File: config.mk
export PLATFORM = sky130hd
export DESIGN_NAME = timer_array
export DESIGN_NICKNAME = d
export VERILOG_FILES = /design/src/inc/timer_array_pkg.sv /design/src/timer_array.sv /design/src/timer_channel.sv
export VERILOG_INCLUDE_DIRS = /design/src /design/src/inc
export SDC_FILE = /design/constraint.sdc
export NUM_CORES = 1
export LEC_CHECK = 0
export BUFFER_PORTS_ARGS = -buffer_cell sky130_fd_sc_hd__buf_4
export CAP_MARGIN = 5
export CORE_ASPECT_RATIO = 0.7
export CORE_MARGIN = 10
export CORE_UTILIZATION = 30
export DETAILED_ROUTE_END_ITERATION = 8
export PLACE_DENSITY_LB_ADDON = 0.05
export SLEW_MARGIN = 10
export SYNTH_ARGS = -nofsm -noshare
export SYNTH_HDL_FRONTEND = slang
export SYNTH_SLANG_ARGS = --single-unit
File: constraint.sdc
create_clock -name sys_clk -period 8.1 [get_ports sys_clk]
set_input_delay 1.215 -clock sys_clk [delete_from_list [all_inputs] [get_ports sys_clk]]
set_output_delay 1.215 -clock sys_clk [all_outputs]
set_load 0.02 [all_outputs]
File: src/inc/timer_array_defines.svh
// constants of the four-channel timer array
// assumes inclusion by package and design files alike
`ifndef TIMER_ARRAY_DEFINES_SVH
`define TIMER_ARRAY_DEFINES_SVH
`define NUM_CHANNELS 4
`define CNT_WIDTH 16
`define HALF_WIDTH 8
`define PRESCALE_BITS 15
`define COUNT_RESET 16'hFFFF
`define COUNT_CLEAR 16'h0000
`define CH_DIVIDER_A 0
`define CH_SERIAL 1
`define CH_TWO_INPUT_OUT 3
`endif

File: src/inc/timer_array_pkg.sv
// types shared by the timer array files
// assumes the defines header is on the include path
`include "timer_array_defines.svh"
package timer_array_pkg;
   typedef enum logic [3:0] {
      MODE_INTERVAL = 4'h0,
      MODE_SQUARE = 4'h1,
      MODE_EVENT = 4'h2,
      MODE_DIVIDER = 4'h3,
      MODE_PERIOD = 4'h4,
      MODE_WIDTH = 4'h5,
      MODE_DELAY = 4'h6,
      MODE_ONESHOT = 4'h7,
      MODE_TWO_INPUT = 4'h8,
      MODE_PWM = 4'h9
   } mode_t;

   typedef enum logic [1:0] {
      ST_IDLE = 2'b00,
      ST_RUN = 2'b01,
      ST_WAIT = 2'b10
   } chan_state_t;

   typedef struct packed {
      mode_t mode;
      logic master;
      logic split;
      logic [3:0] clk_sel;
      logic [3:0] clk_sel_hi;
      logic rising;
      logic falling;
      logic out_idle;
      logic [15:0] data;
   } chan_cfg_t;

   typedef struct packed {
      logic [15:0] capture;
      logic capture_valid;
      logic [15:0] count;
      logic running;
   } chan_stat_t;
endpackage : timer_array_pkg

File: src/timer_array.sv
// four-channel timer array with shared prescaler
// assumes pins arrive asynchronous; configuration is static plain ports
`timescale 1ns/100ps
`include "timer_array_defines.svh"
module timer_array #(
   parameter int NCH = `NUM_CHANNELS
) (
   // clock and reset
   input wire logic sys_clk,
   input wire logic arst_n,
   // unit control
   input wire logic unit_clock_supply_enable,
   input wire logic input_switch_control,
   input wire logic [3:0] operating_clock_a,
   input wire logic [3:0] operating_clock_b,
   // per-channel control
   input wire timer_array_pkg::chan_cfg_t [NCH-1:0] cfg,
   input wire logic [NCH-1:0] start,
   input wire logic [NCH-1:0] stop,
   // pins
   input wire logic [NCH-1:0] chan_input_pin,
   input wire logic serial_rx_line,
   output logic [NCH-1:0] chan_output_pin,
   output logic [NCH-1:0] chan_output_pin_oe_n,
   // events and status
   output logic [NCH-1:0] channel_irq,
   output logic ch1_upper_half_irq,
   output logic ch3_upper_half_irq,
   output timer_array_pkg::chan_stat_t [NCH-1:0] stat
);
   import timer_array_pkg::*;

   typedef struct packed {
      logic [14:0] pre;
      logic [NCH-1:0] sync1;
      logic [NCH-1:0] sync2;
      logic rx1;
      logic rx2;
      logic two_in_out;
      logic [NCH-1:0] prev2;
   } top_state_t;

   top_state_t t_reg;
   top_state_t t_next;
   logic [15:0] pre_ticks;
   logic [NCH-1:0] pin_sel;
   logic [NCH-1:0] out_lvl;
   logic [NCH-1:0] irq_raw;
   logic [NCH-1:0] irq_hi;
   logic [NCH-1:0] start_g;
   logic [NCH-1:0] stop_g;
   logic [15:0] ck_a_ticks;
   logic [15:0] ck_b_ticks;

   always_comb begin
      t_next = t_reg;
      t_next.sync1 = chan_input_pin;
      t_next.sync2 = t_reg.sync1;
      t_next.rx1 = serial_rx_line;
      t_next.rx2 = t_reg.rx1;
      t_next.prev2 = pin_sel;
      t_next.pre = unit_clock_supply_enable ? t_reg.pre + 15'h0001 : 15'h0000;
      if (cfg[`CH_DIVIDER_A].mode == MODE_TWO_INPUT) begin
         // channel 0 input sets, channel 3 input clears the shared output
         if (pin_sel[`CH_TWO_INPUT_OUT] && !t_reg.prev2[`CH_TWO_INPUT_OUT]) begin
            t_next.two_in_out = 1'b0;
         end else if (pin_sel[0] && !t_reg.prev2[0]) begin
            t_next.two_in_out = 1'b1;
         end
      end else begin
         t_next.two_in_out = 1'b0;
      end
   end

   always_ff @(posedge sys_clk or negedge arst_n) begin
      if (!arst_n) begin
         t_reg <= '0;
      end else begin
         t_reg <= t_next;
      end
   end

   // tick k pulses once per 2^k clocks; bit 0 is the undivided clock
   genvar k;
   assign pre_ticks[0] = unit_clock_supply_enable;
   generate
      for (k = 1; k < 16; k++) begin : g_pre
         assign pre_ticks[k] = unit_clock_supply_enable &&
            (t_reg.pre[k-1:0] == {k{1'b1}});
      end
   endgenerate
   assign ck_a_ticks = {16{pre_ticks[operating_clock_a]}};
   assign ck_b_ticks = {16{pre_ticks[operating_clock_b]}};

   genvar n;
   generate
      for (n = 0; n < NCH; n++) begin : g_ch
         chan_cfg_t c;
         logic in_out_pin;
         if (n == `CH_SERIAL) begin : g_rx
            assign pin_sel[n] = input_switch_control ? t_reg.rx2 : t_reg.sync2[n];
         end else begin : g_pin
            assign pin_sel[n] = t_reg.sync2[n];
         end
         always_comb begin
            c = cfg[n];
            // clock select bit 0 clear picks operating clock a, set picks b; ticks index resolves
            c.clk_sel = cfg[n].clk_sel[0] ? 4'h1 : 4'h0;
            c.clk_sel_hi = cfg[n].clk_sel_hi[0] ? 4'h1 : 4'h0;
            if (cfg[n].mode == MODE_DIVIDER && n != 0 && n != 3) begin
               c.mode = MODE_INTERVAL;
            end
         end
         assign start_g[n] = start[n] && unit_clock_supply_enable;
         assign stop_g[n] = stop[n] || !unit_clock_supply_enable;
         timer_channel #(
            .CAN_SPLIT(n == 1 || n == 3)
         ) u_ch (
            .sys_clk(sys_clk),
            .arst_n(arst_n),
            .cfg(c),
            .start(start_g[n]),
            .stop(stop_g[n]),
            .ticks({14'h0000, ck_b_ticks[0], ck_a_ticks[0]}),
            .pin_in(pin_sel[n]),
            .master_start(start_g[0] || (irq_raw[0] && cfg[0].master)),
            .master_irq(irq_raw[0] && cfg[0].master),
            .out_level(out_lvl[n]),
            .channel_irq(irq_raw[n]),
            .upper_half_irq(irq_hi[n]),
            .stat(stat[n])
         );
         // channel 1 pin is shared: input-type modes release the driver
         assign in_out_pin = n == 1 && (cfg[n].mode == MODE_EVENT ||
            cfg[n].mode == MODE_PERIOD || cfg[n].mode == MODE_WIDTH ||
            cfg[n].mode == MODE_DELAY || cfg[n].mode == MODE_DIVIDER);
         assign chan_output_pin_oe_n[n] = in_out_pin;
         if (n == 3) begin : g_out3
            assign chan_output_pin[n] = (cfg[0].mode == MODE_TWO_INPUT) ?
               t_reg.two_in_out : out_lvl[n];
         end else begin : g_out
            assign chan_output_pin[n] = out_lvl[n];
         end
      end
   endgenerate

   assign channel_irq = irq_raw;
   assign ch1_upper_half_irq = irq_hi[1];
   assign ch3_upper_half_irq = irq_hi[3];
endmodule : timer_array

File: src/timer_channel.sv
// one 16-bit timer channel, splittable into two 8-bit halves
// assumes synchronised pin input and prescaler tick vector from the top
`timescale 1ns/100ps
`include "timer_array_defines.svh"
module timer_channel #(
   parameter bit CAN_SPLIT = 1'b0
) (
   // clock and reset
   input wire logic sys_clk,
   input wire logic arst_n,
   // configuration and control
   input wire timer_array_pkg::chan_cfg_t cfg,
   input wire logic start,
   input wire logic stop,
   input wire logic [15:0] ticks,
   // pin and master links
   input wire logic pin_in,
   input wire logic master_start,
   input wire logic master_irq,
   // results
   output logic out_level,
   output logic channel_irq,
   output logic upper_half_irq,
   output timer_array_pkg::chan_stat_t stat
);
   import timer_array_pkg::*;

   typedef struct packed {
      chan_state_t st;
      logic [15:0] cnt;
      logic [15:0] cap;
      logic cap_v;
      logic pin_d;
      logic out;
      logic irq;
      logic irq_hi;
   } ch_state_t;

   ch_state_t s_reg;
   ch_state_t s_next;
   logic split_on;
   logic tick;
   logic tick_hi;
   logic edge_seen;
   logic slave_mode;
   logic count_up;

   function automatic logic valid_edge(input logic prev, input logic now,
                                       input logic r, input logic f);
      valid_edge = (r && !prev && now) || (f && prev && !now);
   endfunction : valid_edge

   assign split_on = CAN_SPLIT && cfg.split;
   assign tick = ticks[cfg.clk_sel];
   assign tick_hi = ticks[cfg.clk_sel_hi];
   assign edge_seen = valid_edge(s_reg.pin_d, pin_in, cfg.rising, cfg.falling);
   assign slave_mode = !cfg.master &&
      (cfg.mode == MODE_ONESHOT || cfg.mode == MODE_PWM);
   assign count_up = cfg.mode == MODE_PERIOD || cfg.mode == MODE_WIDTH;

   always_comb begin
      s_next = s_reg;
      s_next.pin_d = pin_in;
      s_next.irq = 1'b0;
      s_next.irq_hi = 1'b0;
      if (stop) begin
         s_next.st = ST_IDLE;
         s_next.cnt = `COUNT_RESET;
         s_next.out = cfg.out_idle;
      end else begin
         case (s_reg.st)
            ST_IDLE: begin
               if (start) begin
                  s_next.cap_v = 1'b0;
                  s_next.out = cfg.out_idle;
                  if (count_up) begin
                     s_next.cnt = `COUNT_CLEAR;
                     s_next.st = ST_WAIT;
                  end else if (cfg.mode == MODE_DELAY || slave_mode) begin
                     s_next.cnt = cfg.data;
                     s_next.st = ST_WAIT;
                  end else begin
                     s_next.cnt = cfg.data;
                     s_next.st = ST_RUN;
                  end
               end
            end
            ST_WAIT: begin
               // input edge or master event arms the count; two-input mode arms at once
               if (cfg.mode == MODE_TWO_INPUT) begin
                  s_next.st = ST_RUN;
               end else if (slave_mode) begin
                  if (master_start) begin
                     s_next.cnt = cfg.data;
                     s_next.st = ST_RUN;
                     if (cfg.mode == MODE_PWM) begin
                        s_next.out = !cfg.out_idle;
                     end
                  end
               end else if (edge_seen) begin
                  s_next.st = ST_RUN;
                  s_next.cnt = count_up ? `COUNT_CLEAR : cfg.data;
               end
            end
            ST_RUN: begin
               if (count_up) begin
                  if (edge_seen || (cfg.mode == MODE_WIDTH &&
                      valid_edge(s_reg.pin_d, pin_in, cfg.falling, cfg.rising))) begin
                     // width mode captures on the opposite edge only
                     if (cfg.mode == MODE_PERIOD || !edge_seen) begin
                        s_next.cap = s_reg.cnt;
                        s_next.cap_v = 1'b1;
                        s_next.irq = 1'b1;
                        s_next.cnt = `COUNT_CLEAR;
                        s_next.st = cfg.mode == MODE_WIDTH ? ST_WAIT : ST_RUN;
                     end
                  end else if (tick) begin
                     s_next.cnt = s_reg.cnt + 16'h0001;
                  end
               end else begin
                  if (slave_mode && master_irq && cfg.mode == MODE_PWM) begin
                     s_next.cnt = cfg.data;
                     s_next.out = !cfg.out_idle;
                  end
                  if (cfg.mode == MODE_EVENT || cfg.mode == MODE_DIVIDER) begin
                     if (edge_seen) begin
                        s_next.cnt = s_reg.cnt - 16'h0001;
                     end
                  end else if (tick) begin
                     s_next.cnt = s_reg.cnt - 16'h0001;
                  end
                  if (split_on) begin
                     s_next.cnt[15:8] = s_reg.cnt[15:8];
                     if (tick_hi) begin
                        s_next.cnt[15:8] = s_reg.cnt[15:8] - 8'h01;
                     end
                     if (tick_hi && s_reg.cnt[15:8] == 8'h00) begin
                        s_next.cnt[15:8] = cfg.data[15:8];
                        s_next.irq_hi = 1'b1;
                     end
                  end
                  if ((split_on ? s_reg.cnt[7:0] == 8'h00 : s_reg.cnt == 16'h0000) &&
                      ((cfg.mode == MODE_EVENT || cfg.mode == MODE_DIVIDER) ?
                       edge_seen : tick)) begin
                     s_next.irq = 1'b1;
                     if (split_on) begin
                        s_next.cnt[7:0] = cfg.data[7:0];
                     end else begin
                        s_next.cnt = cfg.data;
                     end
                     case (cfg.mode)
                        MODE_SQUARE, MODE_DIVIDER: s_next.out = !s_reg.out;
                        MODE_DELAY: begin
                           s_next.cnt = `COUNT_RESET;
                           s_next.st = ST_WAIT;
                        end
                        MODE_ONESHOT: begin
                           s_next.out = cfg.master ? s_reg.out : !s_reg.out;
                           s_next.cnt = `COUNT_RESET;
                           s_next.st = ST_WAIT;
                        end
                        MODE_PWM: begin
                           if (!cfg.master) begin
                              s_next.out = cfg.out_idle;
                              s_next.cnt = `COUNT_RESET;
                              s_next.st = ST_WAIT;
                           end
                        end
                        default: s_next.out = s_reg.out;
                     endcase
                  end
               end
            end
            default: s_next.st = ST_IDLE;
         endcase
      end
   end

   always_ff @(posedge sys_clk or negedge arst_n) begin
      if (!arst_n) begin
         s_reg <= '{st: ST_IDLE, cnt: `COUNT_RESET, cap: `COUNT_CLEAR, default: 1'b0};
      end else begin
         s_reg <= s_next;
      end
   end

   assign out_level = s_reg.out;
   assign channel_irq = s_reg.irq;
   assign upper_half_irq = s_reg.irq_hi;
   assign stat = '{capture: s_reg.cap, capture_valid: s_reg.cap_v,
                   count: s_reg.cnt, running: s_reg.st != ST_IDLE};
endmodule : timer_channel
==> flow_metrics.tcl, run 1 <==
set metrics [dict create \
    ys_seq_area_share_pct 25.8 \
    tritoncts.num_buffers 17 \
    grt-ovfl-total 0 \
    clock_latency_ns 0.51 \
    cts_resized 0 \
    maxSlewViolCount 0 \
    holdCritPathClass "reg -> reg" \
    ctsHoldBuffers 0 \
    htreeDepth 4 \
    grt_max_degree 98 \
    maxCapViolCount 0 \
    wl_met2_mm 30.6 \
    postSynth.asyncResetShare_pct 100 \
    synth_mux_area_share_pct 5.95 \
    gp_congestion 0.869 \
    p_switching_mw 1.26 \
    core_area_um2 58400 \
    cp.required_ns 8.52 \
    port_buffers 275 \
    final_cell_mix "buf_4 (309), nand2_1 (209), nor2_1 (183)" \
    status "complete, no violations" \
    final_common_cell "buf_4" \
    fmax_mhz 203 \
    path_cells "buf_4 > nand4_1 > nor3_1 > a32oi_2 > a211oi_4 > nor2_1 > a21oi_2 > buf_4 > nand2_1 > a2111oi_1 > a221oi_2" \
    cts.clk_slew.worst_paths_ns 0.08 \
    synth-simple-area-share_pct 23.1 \
    cts.sinks 180 \
    combPwrFrac_pct 33.4 \
    antenna_found_initial 9 \
    drive_above_1_share_pct 23.1 \
    num-fill-cells 6213 \
    max_stage_delay_ns 0.81 \
    clockBufferDepth 2 \
    p_clk_share_pct 28.8 \
    clock_skew_ns 0.0119 \
    critPathCaptureType "flip-flop" \
    grt_pass1_vias 17600 \
    rows 74 \
    power.density_nw_per_um2 157 \
    grt_pass1_wl_mm 111 \
    ys_warn_count 0 \
    finalHoldViolations 0 \
    die-width_um 311 \
    largest_register_ffs 132 \
    syn-cell-area_um2 17700 \
    tns_ns 0 \
    postCtsSetupBuffers 0 \
    dp_hpwl_mm 53.2 \
    synth.distinct_cells 104 \
    p_seq_share_pct 37.8 \
    startpoint_type "input pin" \
    syn_area_per_cell_um2 7.71 \
    fin_crit_ns 4.92 \
    tightest_slew_ns 1.15 \
    drt_iter0_markers 1794 \
    track_usage_pct 20.1 \
    synth_top_family_by_area "compound AO/OA/AOI/OAI gates" \
    wl_met1_mm 35.2 \
    post_drt_wl_per_cell_um 23.0 \
    internal_power_mw 1.89 \
    synth_edf_count 0 \
    root_buffer "clkbuf_16" \
    ys_seq_elements 180 \
    num_vias 18100 \
    postRouteAntennaNets 0 \
    wl_mm 72.2 \
    post-route-period-util_pct 60.7 \
    rsz0062_at_grt "no" \
    die_h_um 223 \
    switching_share_pct 40.1 \
    io_pins 307 \
    wl_met3_mm 5.30 \
    crit_top_cell "buf_4" \
    highest_layer "met5" \
    p_leak_nw 8.08 \
    setup_viol 0 \
    firstDrtPassIters 8 \
    synth_ff_type "dfrtp_1" \
    via_per_inst 5.76 \
    die_area_um2 69400 \
    cp_top_family "compound AO/OA/AOI/OAI gates" \
    whs_ns 0.350 \
    synthAdderAreaFrac_pct 2.26 \
    crit_slowest_cell "a21oi_2" \
    ir_drop_mv 0.174 \
    r2r_slack_ns 3.27 \
    drcViolationCount 0 \
    areaGrowthSynthToFinish_pct 13.0 \
    cts_tree "built" \
    syn_inst 2300 \
    critPathKind "in -> reg" \
    synth-xor-area-share_pct 3.31 \
    initial_utilization_pct 30.4 \
    worstPathMaxFanout 34 \
    nNetsFinal 2520 \
    slew_headroom_pct 23.5 \
    synth_compound_area_share_pct 28.6 \
    critPathArrivalTime_ns 5.34 \
    cp_num_buf_inv 2 \
]
[kinds of logic after synthesis]
logic type / after synthesis
simple gates: 822
compound gates: 740
buf+inv: 362
flops: 180
mux: 96
xor+xnor: 67
fa+ha+maj: 32
other cells: 1
[stage by stage]
| stage | area (µm²) | power [mW] | setup WS (ns) | std cells | utilization (%) |
|---|---|---|---|---|---|
| after global placement | 19400 | 2.25 | 2.76 | 3110 | 33.3 |
| final | 20000 | 3.15 | 3.18 | 3143 | 34.3 |
| after global routing | 20000 | 3.35 | 2.89 | 3143 | 34.3 |
| after floorplan | 17700 | 1.90 | 4.35 | 2302 | - |
| after detailed placement | 19400 | 2.25 | 2.67 | 3110 | 33.3 |
| after CTS | 20000 | 3.20 | 3.25 | 3142 | 34.3 |
[final timing paths]
| check | from | end | cells after the start |
|---|---|---|---|
| hold reg to reg | t_next[5] | t_reg[5] | 0 |
| setup / recovery | unit_clock_supply_enable | g_ch[1].u_ch.stat[11] | 11 |
| max in group asynchronous | arst_n | g_ch[3].u_ch.stat[23] | 2 |
| setup reg to reg | t_reg[15] | g_ch[1].u_ch.stat[11] | 14 |
| hold / removal | t_next[5] | t_reg[5] | 0 |
| min in group asynchronous | arst_n | g_ch[1].u_ch.stat[22] | 1 |
[power by group through the flow]
| stage | clock [mW] | combinational (mW) | sequential, mW |
|---|---|---|---|
| floorplan | 0 | 0.836 | 1.07 |
| global placement | 0 | 1.04 | 1.20 |
| detailed placement | 0 | 1.05 | 1.21 |
| CTS | 0.952 | 1.05 | 1.19 |
| global route | 0.982 | 1.15 | 1.21 |
| finish | 0.907 | 1.05 | 1.19 |
[synth_stat cells, types with 15 or more instances]
library cell / instances / area, µm²
ha_1: 32 / 400
xor2_1: 22 / 193
o21ai_0: 149 / 746
dfrtp_1: 116 / 2900
a31oi_1: 50 / 313
o211ai_1: 19 / 143
and3_1: 27 / 169
buf_2: 19 / 95.1
nor2_1: 183 / 687
dfstp_2: 64 / 1680
mux2i_1: 20 / 200
nor4_1: 19 / 119
a22oi_1: 15 / 113
nor3_1: 83 / 415
or3_1: 32 / 200
nand2b_1: 23 / 144
and2_1: 38 / 238
a211oi_1: 39 / 293
a221oi_1: 46 / 403
nand2_1: 209 / 785
inv_1: 60 / 225
xnor2_1: 45 / 394
clkbuf_1: 129 / 484
nor2b_1: 29 / 181
nand4_1: 25 / 156
a21o_1: 15 / 113
buf_4: 143 / 1070
nand3_1: 83 / 415
o31ai_1: 17 / 128
mux2_2: 74 / 833
a21oi_1: 167 / 836
nor3b_1: 15 / 113
[layout make-up]
class	instances	area [µm²]	area share, %
flip-flops and latches	180	4580	22.9
clock buffers	17	425	2.12
clock inverters	15	173	0.862
repair buffers	311	2350	11.7
well taps	798	998	4.98
inverters	61	229	1.14
diodes	1	2.50	0.0125
multi-input cells	1760	11300	56.3
[worst register-to-register path: stages (launching register included)]
cell and delay, ns:
dfrtp_1 0.43, ha_1 0.29, nand3_1 0.32, nor2_1 0.19, ha_1 0.24, a21oi_1 0.09, o31a_1 0.13, o31ai_2 0.55
o211a_2 0.35, nor2_1 0.11, a21oi_2 0.81, buf_4 0.37, nand2_1 0.26, a2111oi_1 0.49, a221oi_2 0.13
[per-layer routing]
metal | track usage, % | vias to the layer above
met4 | 5.46 | 14
met5 | 0 | -
met3 | 4.63 | 81
li1 | - | 8470
met1 | 29.1 | 8858
met2 | 29.3 | 677
Note: power is estimated with default switching activity, not from simulation.
==> run 2: changes to the inputs <==
- clock period: 8.1 -> 4.8 ns (I/O delays scaled with it)
==> run 2 against run 1 <==
Register-to-register slack worse by 2.9 ns. Sequential share of layout area down 0.32 points. Largest power group unchanged. Via count up 1.2%. Critical path depth up 3. Design area up 1.4%.
==> flow_metrics.tcl, run 2 (synthesized netlist as in run 1, its figures left out) <==
set metrics [dict create \
    ir_drop_mv 0.288 \
    critPathKind "reg -> reg" \
    htreeDepth 4 \
    cts_tree "built" \
    cts.sinks 180 \
    wl_mm 74.0 \
    firstDrtPassIters 6 \
    cp.required_ns 5.21 \
    grt_max_degree 85 \
    post-route-period-util_pct 91.9 \
    rows 74 \
    grt_pass1_vias 17700 \
    drcViolationCount 0 \
    io_pins 307 \
    ctsHoldBuffers 0 \
    tritoncts.num_buffers 17 \
    max_stage_delay_ns 0.66 \
    status "complete, no violations" \
    p_leak_nw 8.27 \
    track_usage_pct 20.7 \
    grt_pass1_wl_mm 113 \
    port_buffers 275 \
    r2r_start "t_reg[15]" \
    dpl.cell_count 3150 \
    critPathArrivalTime_ns 4.82 \
    fin_crit_ns 4.41 \
    tns_ns 0 \
    postCtsSetupBuffers 0 \
    fmax_mhz 227 \
    gp_congestion 0.889 \
    cts.clk_slew.worst_paths_ns 0.08 \
    antennaDiodeCount 0 \
    clock_latency_ns 0.51 \
    holdCritPathClass "in -> async" \
    setup_viol 0 \
    cts_resized 0 \
    maxCapViolCount 0 \
    die-width_um 311 \
    root_buffer "clkbuf_16" \
    final_common_cell "buf_4" \
    drt_iter0_markers 1610 \
    critPathCaptureType "flip-flop" \
    via_per_inst 5.76 \
    startpoint_type "flip-flop" \
    wl_met1_mm 36.7 \
    crit_slowest_cell "a31oi_2" \
    drive_above_1_share_pct 24.4 \
    num_vias 18300 \
    areaGrowthSynthToFinish_pct 14.6 \
    slew_headroom_pct 22.9 \
    power.density_nw_per_um2 264 \
    wl_met2_mm 31.0 \
    initial_utilization_pct 30.4 \
    wl_met3_mm 5.20 \
    largest_register_ffs 132 \
    postRouteAntennaNets 0 \
    antenna_found_initial 5 \
    die_area_um2 69400 \
    grt-ovfl-total 0 \
    worstPathMaxFanout 10 \
    clock_skew_ns 0.00676 \
    path_cells "ha_1 > nand3_1 > nor2_1 > ha_1 > a21oi_1 > o31a_1 > o31ai_2 > o21ai_2 > a31oi_2 > buf_4 > nor3_1 > a211oi_1 > o221ai_1 > a221oi_1" \
    core_area_um2 58400 \
    r2r_slack_ns 0.39 \
    crit_top_cell "ha_1" \
    clockBufferDepth 2 \
    timing.rr.end "g_ch[2].u_ch.stat[4]" \
    reg2reg_depth 14 \
    die_h_um 223 \
    finalHoldViolations 0 \
    highest_layer "met5" \
    post_drt_wl_per_cell_um 23.2 \
    dp_hpwl_mm 54.5 \
    fin_cells 3182 \
    num-fill-cells 6209 \
    maxSlewViolCount 0 \
    rsz0062_at_grt "no" \
    final_cell_mix "buf_4 (349), nand2_1 (209), nor2_1 (183)" \
    tightest_slew_ns 1.15 \
    nNetsFinal 2560 \
]
## run 2: changes by cell type in the layout (fill, tap and decap cells not counted), sizes merged
cell    delta
buf       +40
inv        +3
clkinv     -2
bufinv     -1
diode      -1
## run 2: how the worst max path moves through the flow
| stage | slack, ns | from | to | cells after the start |
|---|---|---|---|---|
| 2_1_floorplan | 1.42 | t_reg[15] | g_ch[2].u_ch.stat[10] | 13 |
| 3_3_place_gp | 0.51 | t_reg[15] | g_ch[3].u_ch.stat[2] | 13 |
| 3_5_place_dp | 0.48 | t_reg[15] | g_ch[2].u_ch.stat[4] | 14 |
| 4_1_cts | 0.44 | t_reg[15] | g_ch[2].u_ch.stat[4] | 14 |
| 5_1_grt | 0.02 | t_reg[15] | g_ch[3].u_ch.stat[2] | 13 |
| 6_report | 0.39 | t_reg[15] | g_ch[2].u_ch.stat[4] | 14 |
## run 2: worst max-delay path, delay by kind of cell (launching register included)
| kind | cells | cell delay (ns) |
|---|---|---|
| AO/OA/AOI/OAI | 8 | 2.45 |
| AND/OR/NAND/NOR | 3 | 0.61 |
| adder cells (fa/ha/maj) | 2 | 0.53 |
| flip-flops | 1 | 0.43 |
| buffers and inverters | 1 | 0.28 |
## run 2: metrics by stage
step	total power [mW]	util (%)	instance area, µm²	hold WS (ns)	setup WS (ns)
detailed placement	3.84	33.8	19700	0.336	0.482
global placement	3.83	33.8	19700	0.333	0.513
finish	5.36	34.8	20300	0.278	0.390
floorplan	3.21	-	17700	0.331	1.42
global route	5.69	34.8	20300	0.273	0.0178
CTS	5.43	34.8	20300	0.268	0.444
## run 2: final cells by class
class	count	area, µm²	share of cell area, %
Multi-Input combinational cell	1760	11300	55.5
Sequential cell	180	4580	22.6
Timing Repair Buffer	351	2650	13.1
Tap cell	798	998	4.91
Clock buffer	17	425	2.09
Inverter	61	229	1.13
Clock inverter	15	163	0.800
## run 2: power by group
part	internal, mW	switching [mW]
logic	0.727	1.09
clock network	0.740	0.792
registers	1.70	0.312
total	3.17	2.19
## run 2: metal layers
layer / GRT usage, % / up-vias
met5: 0 / -
met4: 4.57 / 6
met3: 4.21 / 69
met2: 29.9 / 703
met1: 30.8 / 9007
li1: - / 8540
==> run 3: changes to the inputs <==
- CORE_UTILIZATION: 30 -> 45
- SETUP_SLACK_MARGIN: not set -> 0.4
==> run 3 against run 2 <==
Setup slack better by 0.26 ns. Clock power about the same. First-iteration DRC count up 31%. Clock skew grew 0.0095 ns. Die area down 31%. Routed wire length fell by 10%. Core utilization is 17 points higher. Count of clock-buffer cells in the layout grew 2. Critical path type unchanged. Critical endpoint is now g_ch[1].u_ch.stat[11]. Largest power group unchanged. Highest routed layer unchanged.
==> flow_metrics.tcl, run 3 (synthesized netlist as in run 1, its figures left out) <==
set metrics [dict create \
    fmax_mhz 241 \
    num_vias 18400 \
    die_h_um 186 \
    track_usage_pct 26.8 \
    final_cell_mix "buf_4 (325), nand2_1 (209), nor2_1 (183)" \
    port_buffers 275 \
    firstDrtPassIters 6 \
    maxCapViolCount 0 \
    rsz0062_at_grt "no" \
    die_area_um2 47900 \
    initial_utilization_pct 45.9 \
    gp_congestion 0.966 \
    maxSlewViolCount 0 \
    critPathArrivalTime_ns 4.52 \
    p_leak_nw 8.17 \
    ctsHoldBuffers 0 \
    r2r_start "t_reg[15]" \
    grt-ovfl-total 0 \
    root_buffer "clkbuf_16" \
    drive_above_1_share_pct 23.7 \
    drcViolationCount 0 \
    wl_mm 66.3 \
    htreeDepth 4 \
    crit_slowest_cell "a31oi_1" \
    post_drt_wl_per_cell_um 23.0 \
    die-width_um 257 \
    reg2reg_depth 12 \
    path_cells "ha_1 > nand3_1 > nor2_1 > ha_1 > a21oi_1 > o31a_1 > o31a_1 > a211oi_4 > o31a_2 > a31oi_1 > o2111ai_1 > a221oi_2" \
    status "complete, no violations" \
    holdCritPathClass "in -> async" \
    clockBufferDepth 2 \
    max_stage_delay_ns 0.67 \
    dp_hpwl_mm 48.5 \
    setup_viol 0 \
    finalHoldViolations 0 \
    worstPathMaxFanout 19 \
    critPathCaptureType "flip-flop" \
    clock_latency_ns 0.47 \
    rows 60 \
    critPathKind "reg -> reg" \
    cts.clk_slew.worst_paths_ns 0.08 \
    power.density_nw_per_um2 269 \
    nNetsFinal 2536 \
    areaGrowthSynthToFinish_pct 12.0 \
    io_pins 307 \
    antenna_found_initial 2 \
    drt_iter0_markers 2103 \
    grt_pass1_vias 17400 \
    largest_register_ffs 132 \
    fin_crit_ns 4.15 \
    tightest_slew_ns 1.17 \
    clock_skew_ns 0.0162 \
    tns_ns 0 \
    cts_tree "built" \
    critPathLaunch "t_reg[15]" \
    setup_ws_ns 0.655 \
    grt_pass1_wl_mm 103 \
    preCtsSetupSlack_ns 0.549 \
    via_per_inst 6.38 \
    cts.sinks 180 \
    slew_headroom_pct 21.8 \
    tritoncts.num_buffers 17 \
    ir_drop_mv 0.245 \
    startpoint_type "flip-flop" \
    core_area_um2 38700 \
    grt_max_degree 104 \
    post-route-period-util_pct 86.4 \
    postRouteAntennaNets 0 \
    cp.required_ns 5.17 \
    final_common_cell "buf_4" \
]
## run 3: stage by stage
stage / hold WS, ns / util [%] / instance area (µm²) / power, mW / std cells
detailed placement: 0.336 / 49.7 / 19200 / 3.77 / 2855
global placement: 0.332 / 49.7 / 19200 / 3.75 / 2855
floorplan: 0.331 / - / 17700 / 3.21 / 2302
CTS: 0.341 / 51.3 / 19800 / 5.34 / 2887
global route: 0.341 / 51.4 / 19900 / 5.63 / 2888
finish: 0.305 / 51.4 / 19900 / 5.34 / 2888
## run 3: repair_timing
action | 4_1_cts | 5_1_grt
hold endpoints to repair | 0 | 0
buffers inserted | 0 | 0
gates resized for setup | 0 | 5
setup endpoints to repair | 0 | 23
## run 3: power breakdown
part / total, mW / switching, mW / internal [mW]
clock network: 1.56 / 0.746 / 0.818
logic: 1.78 / 1.06 / 0.716
registers: 2.00 / 0.299 / 1.70
## run 3: final cells by class
type                    count  area (µm²)
inverters                  61         229
fillers                  3754       18800
well taps                 527         659
clock buffers              19         453
repair buffers            327        2470
multi-input cells        1760       11300
diodes                      1        2.50
clock inverters            13         161
flip-flops and latches    180        4580
## run 3: worst max-delay path: cells and delay by family, from the launching register on
kind,cells,cell delay [ns]
flops,1,0.44
compound gates,8,2.69
simple gates,2,0.39
fa+ha+maj,2,0.52
## run 3: final timing paths
path                                         end  slack (ns)
min in group sys_clk                    t_reg[5]        0.35
setup / recovery           g_ch[1].u_ch.stat[11]        0.65
hold / removal             g_ch[0].u_ch.stat[28]        0.31
setup reg to reg           g_ch[1].u_ch.stat[11]        0.65
max in group asynchronous   g_ch[2].u_ch.stat[2]        3.49
hold reg to reg                         t_reg[5]        0.35
## run 3: routing by layer
metal / GRT usage (%) / share of wire [%] / up-vias / wire length [µm]
li1: - / - / 8502 / -
met1: 38.9 / 46 / 8863 / 30300
met2: 39.1 / 43 / 936 / 28500
met3: 5.64 / 9.0 / 109 / 5990
met4: 7.88 / 2.3 / 2 / 1500
met5: 0 / 0.020 / - / 13
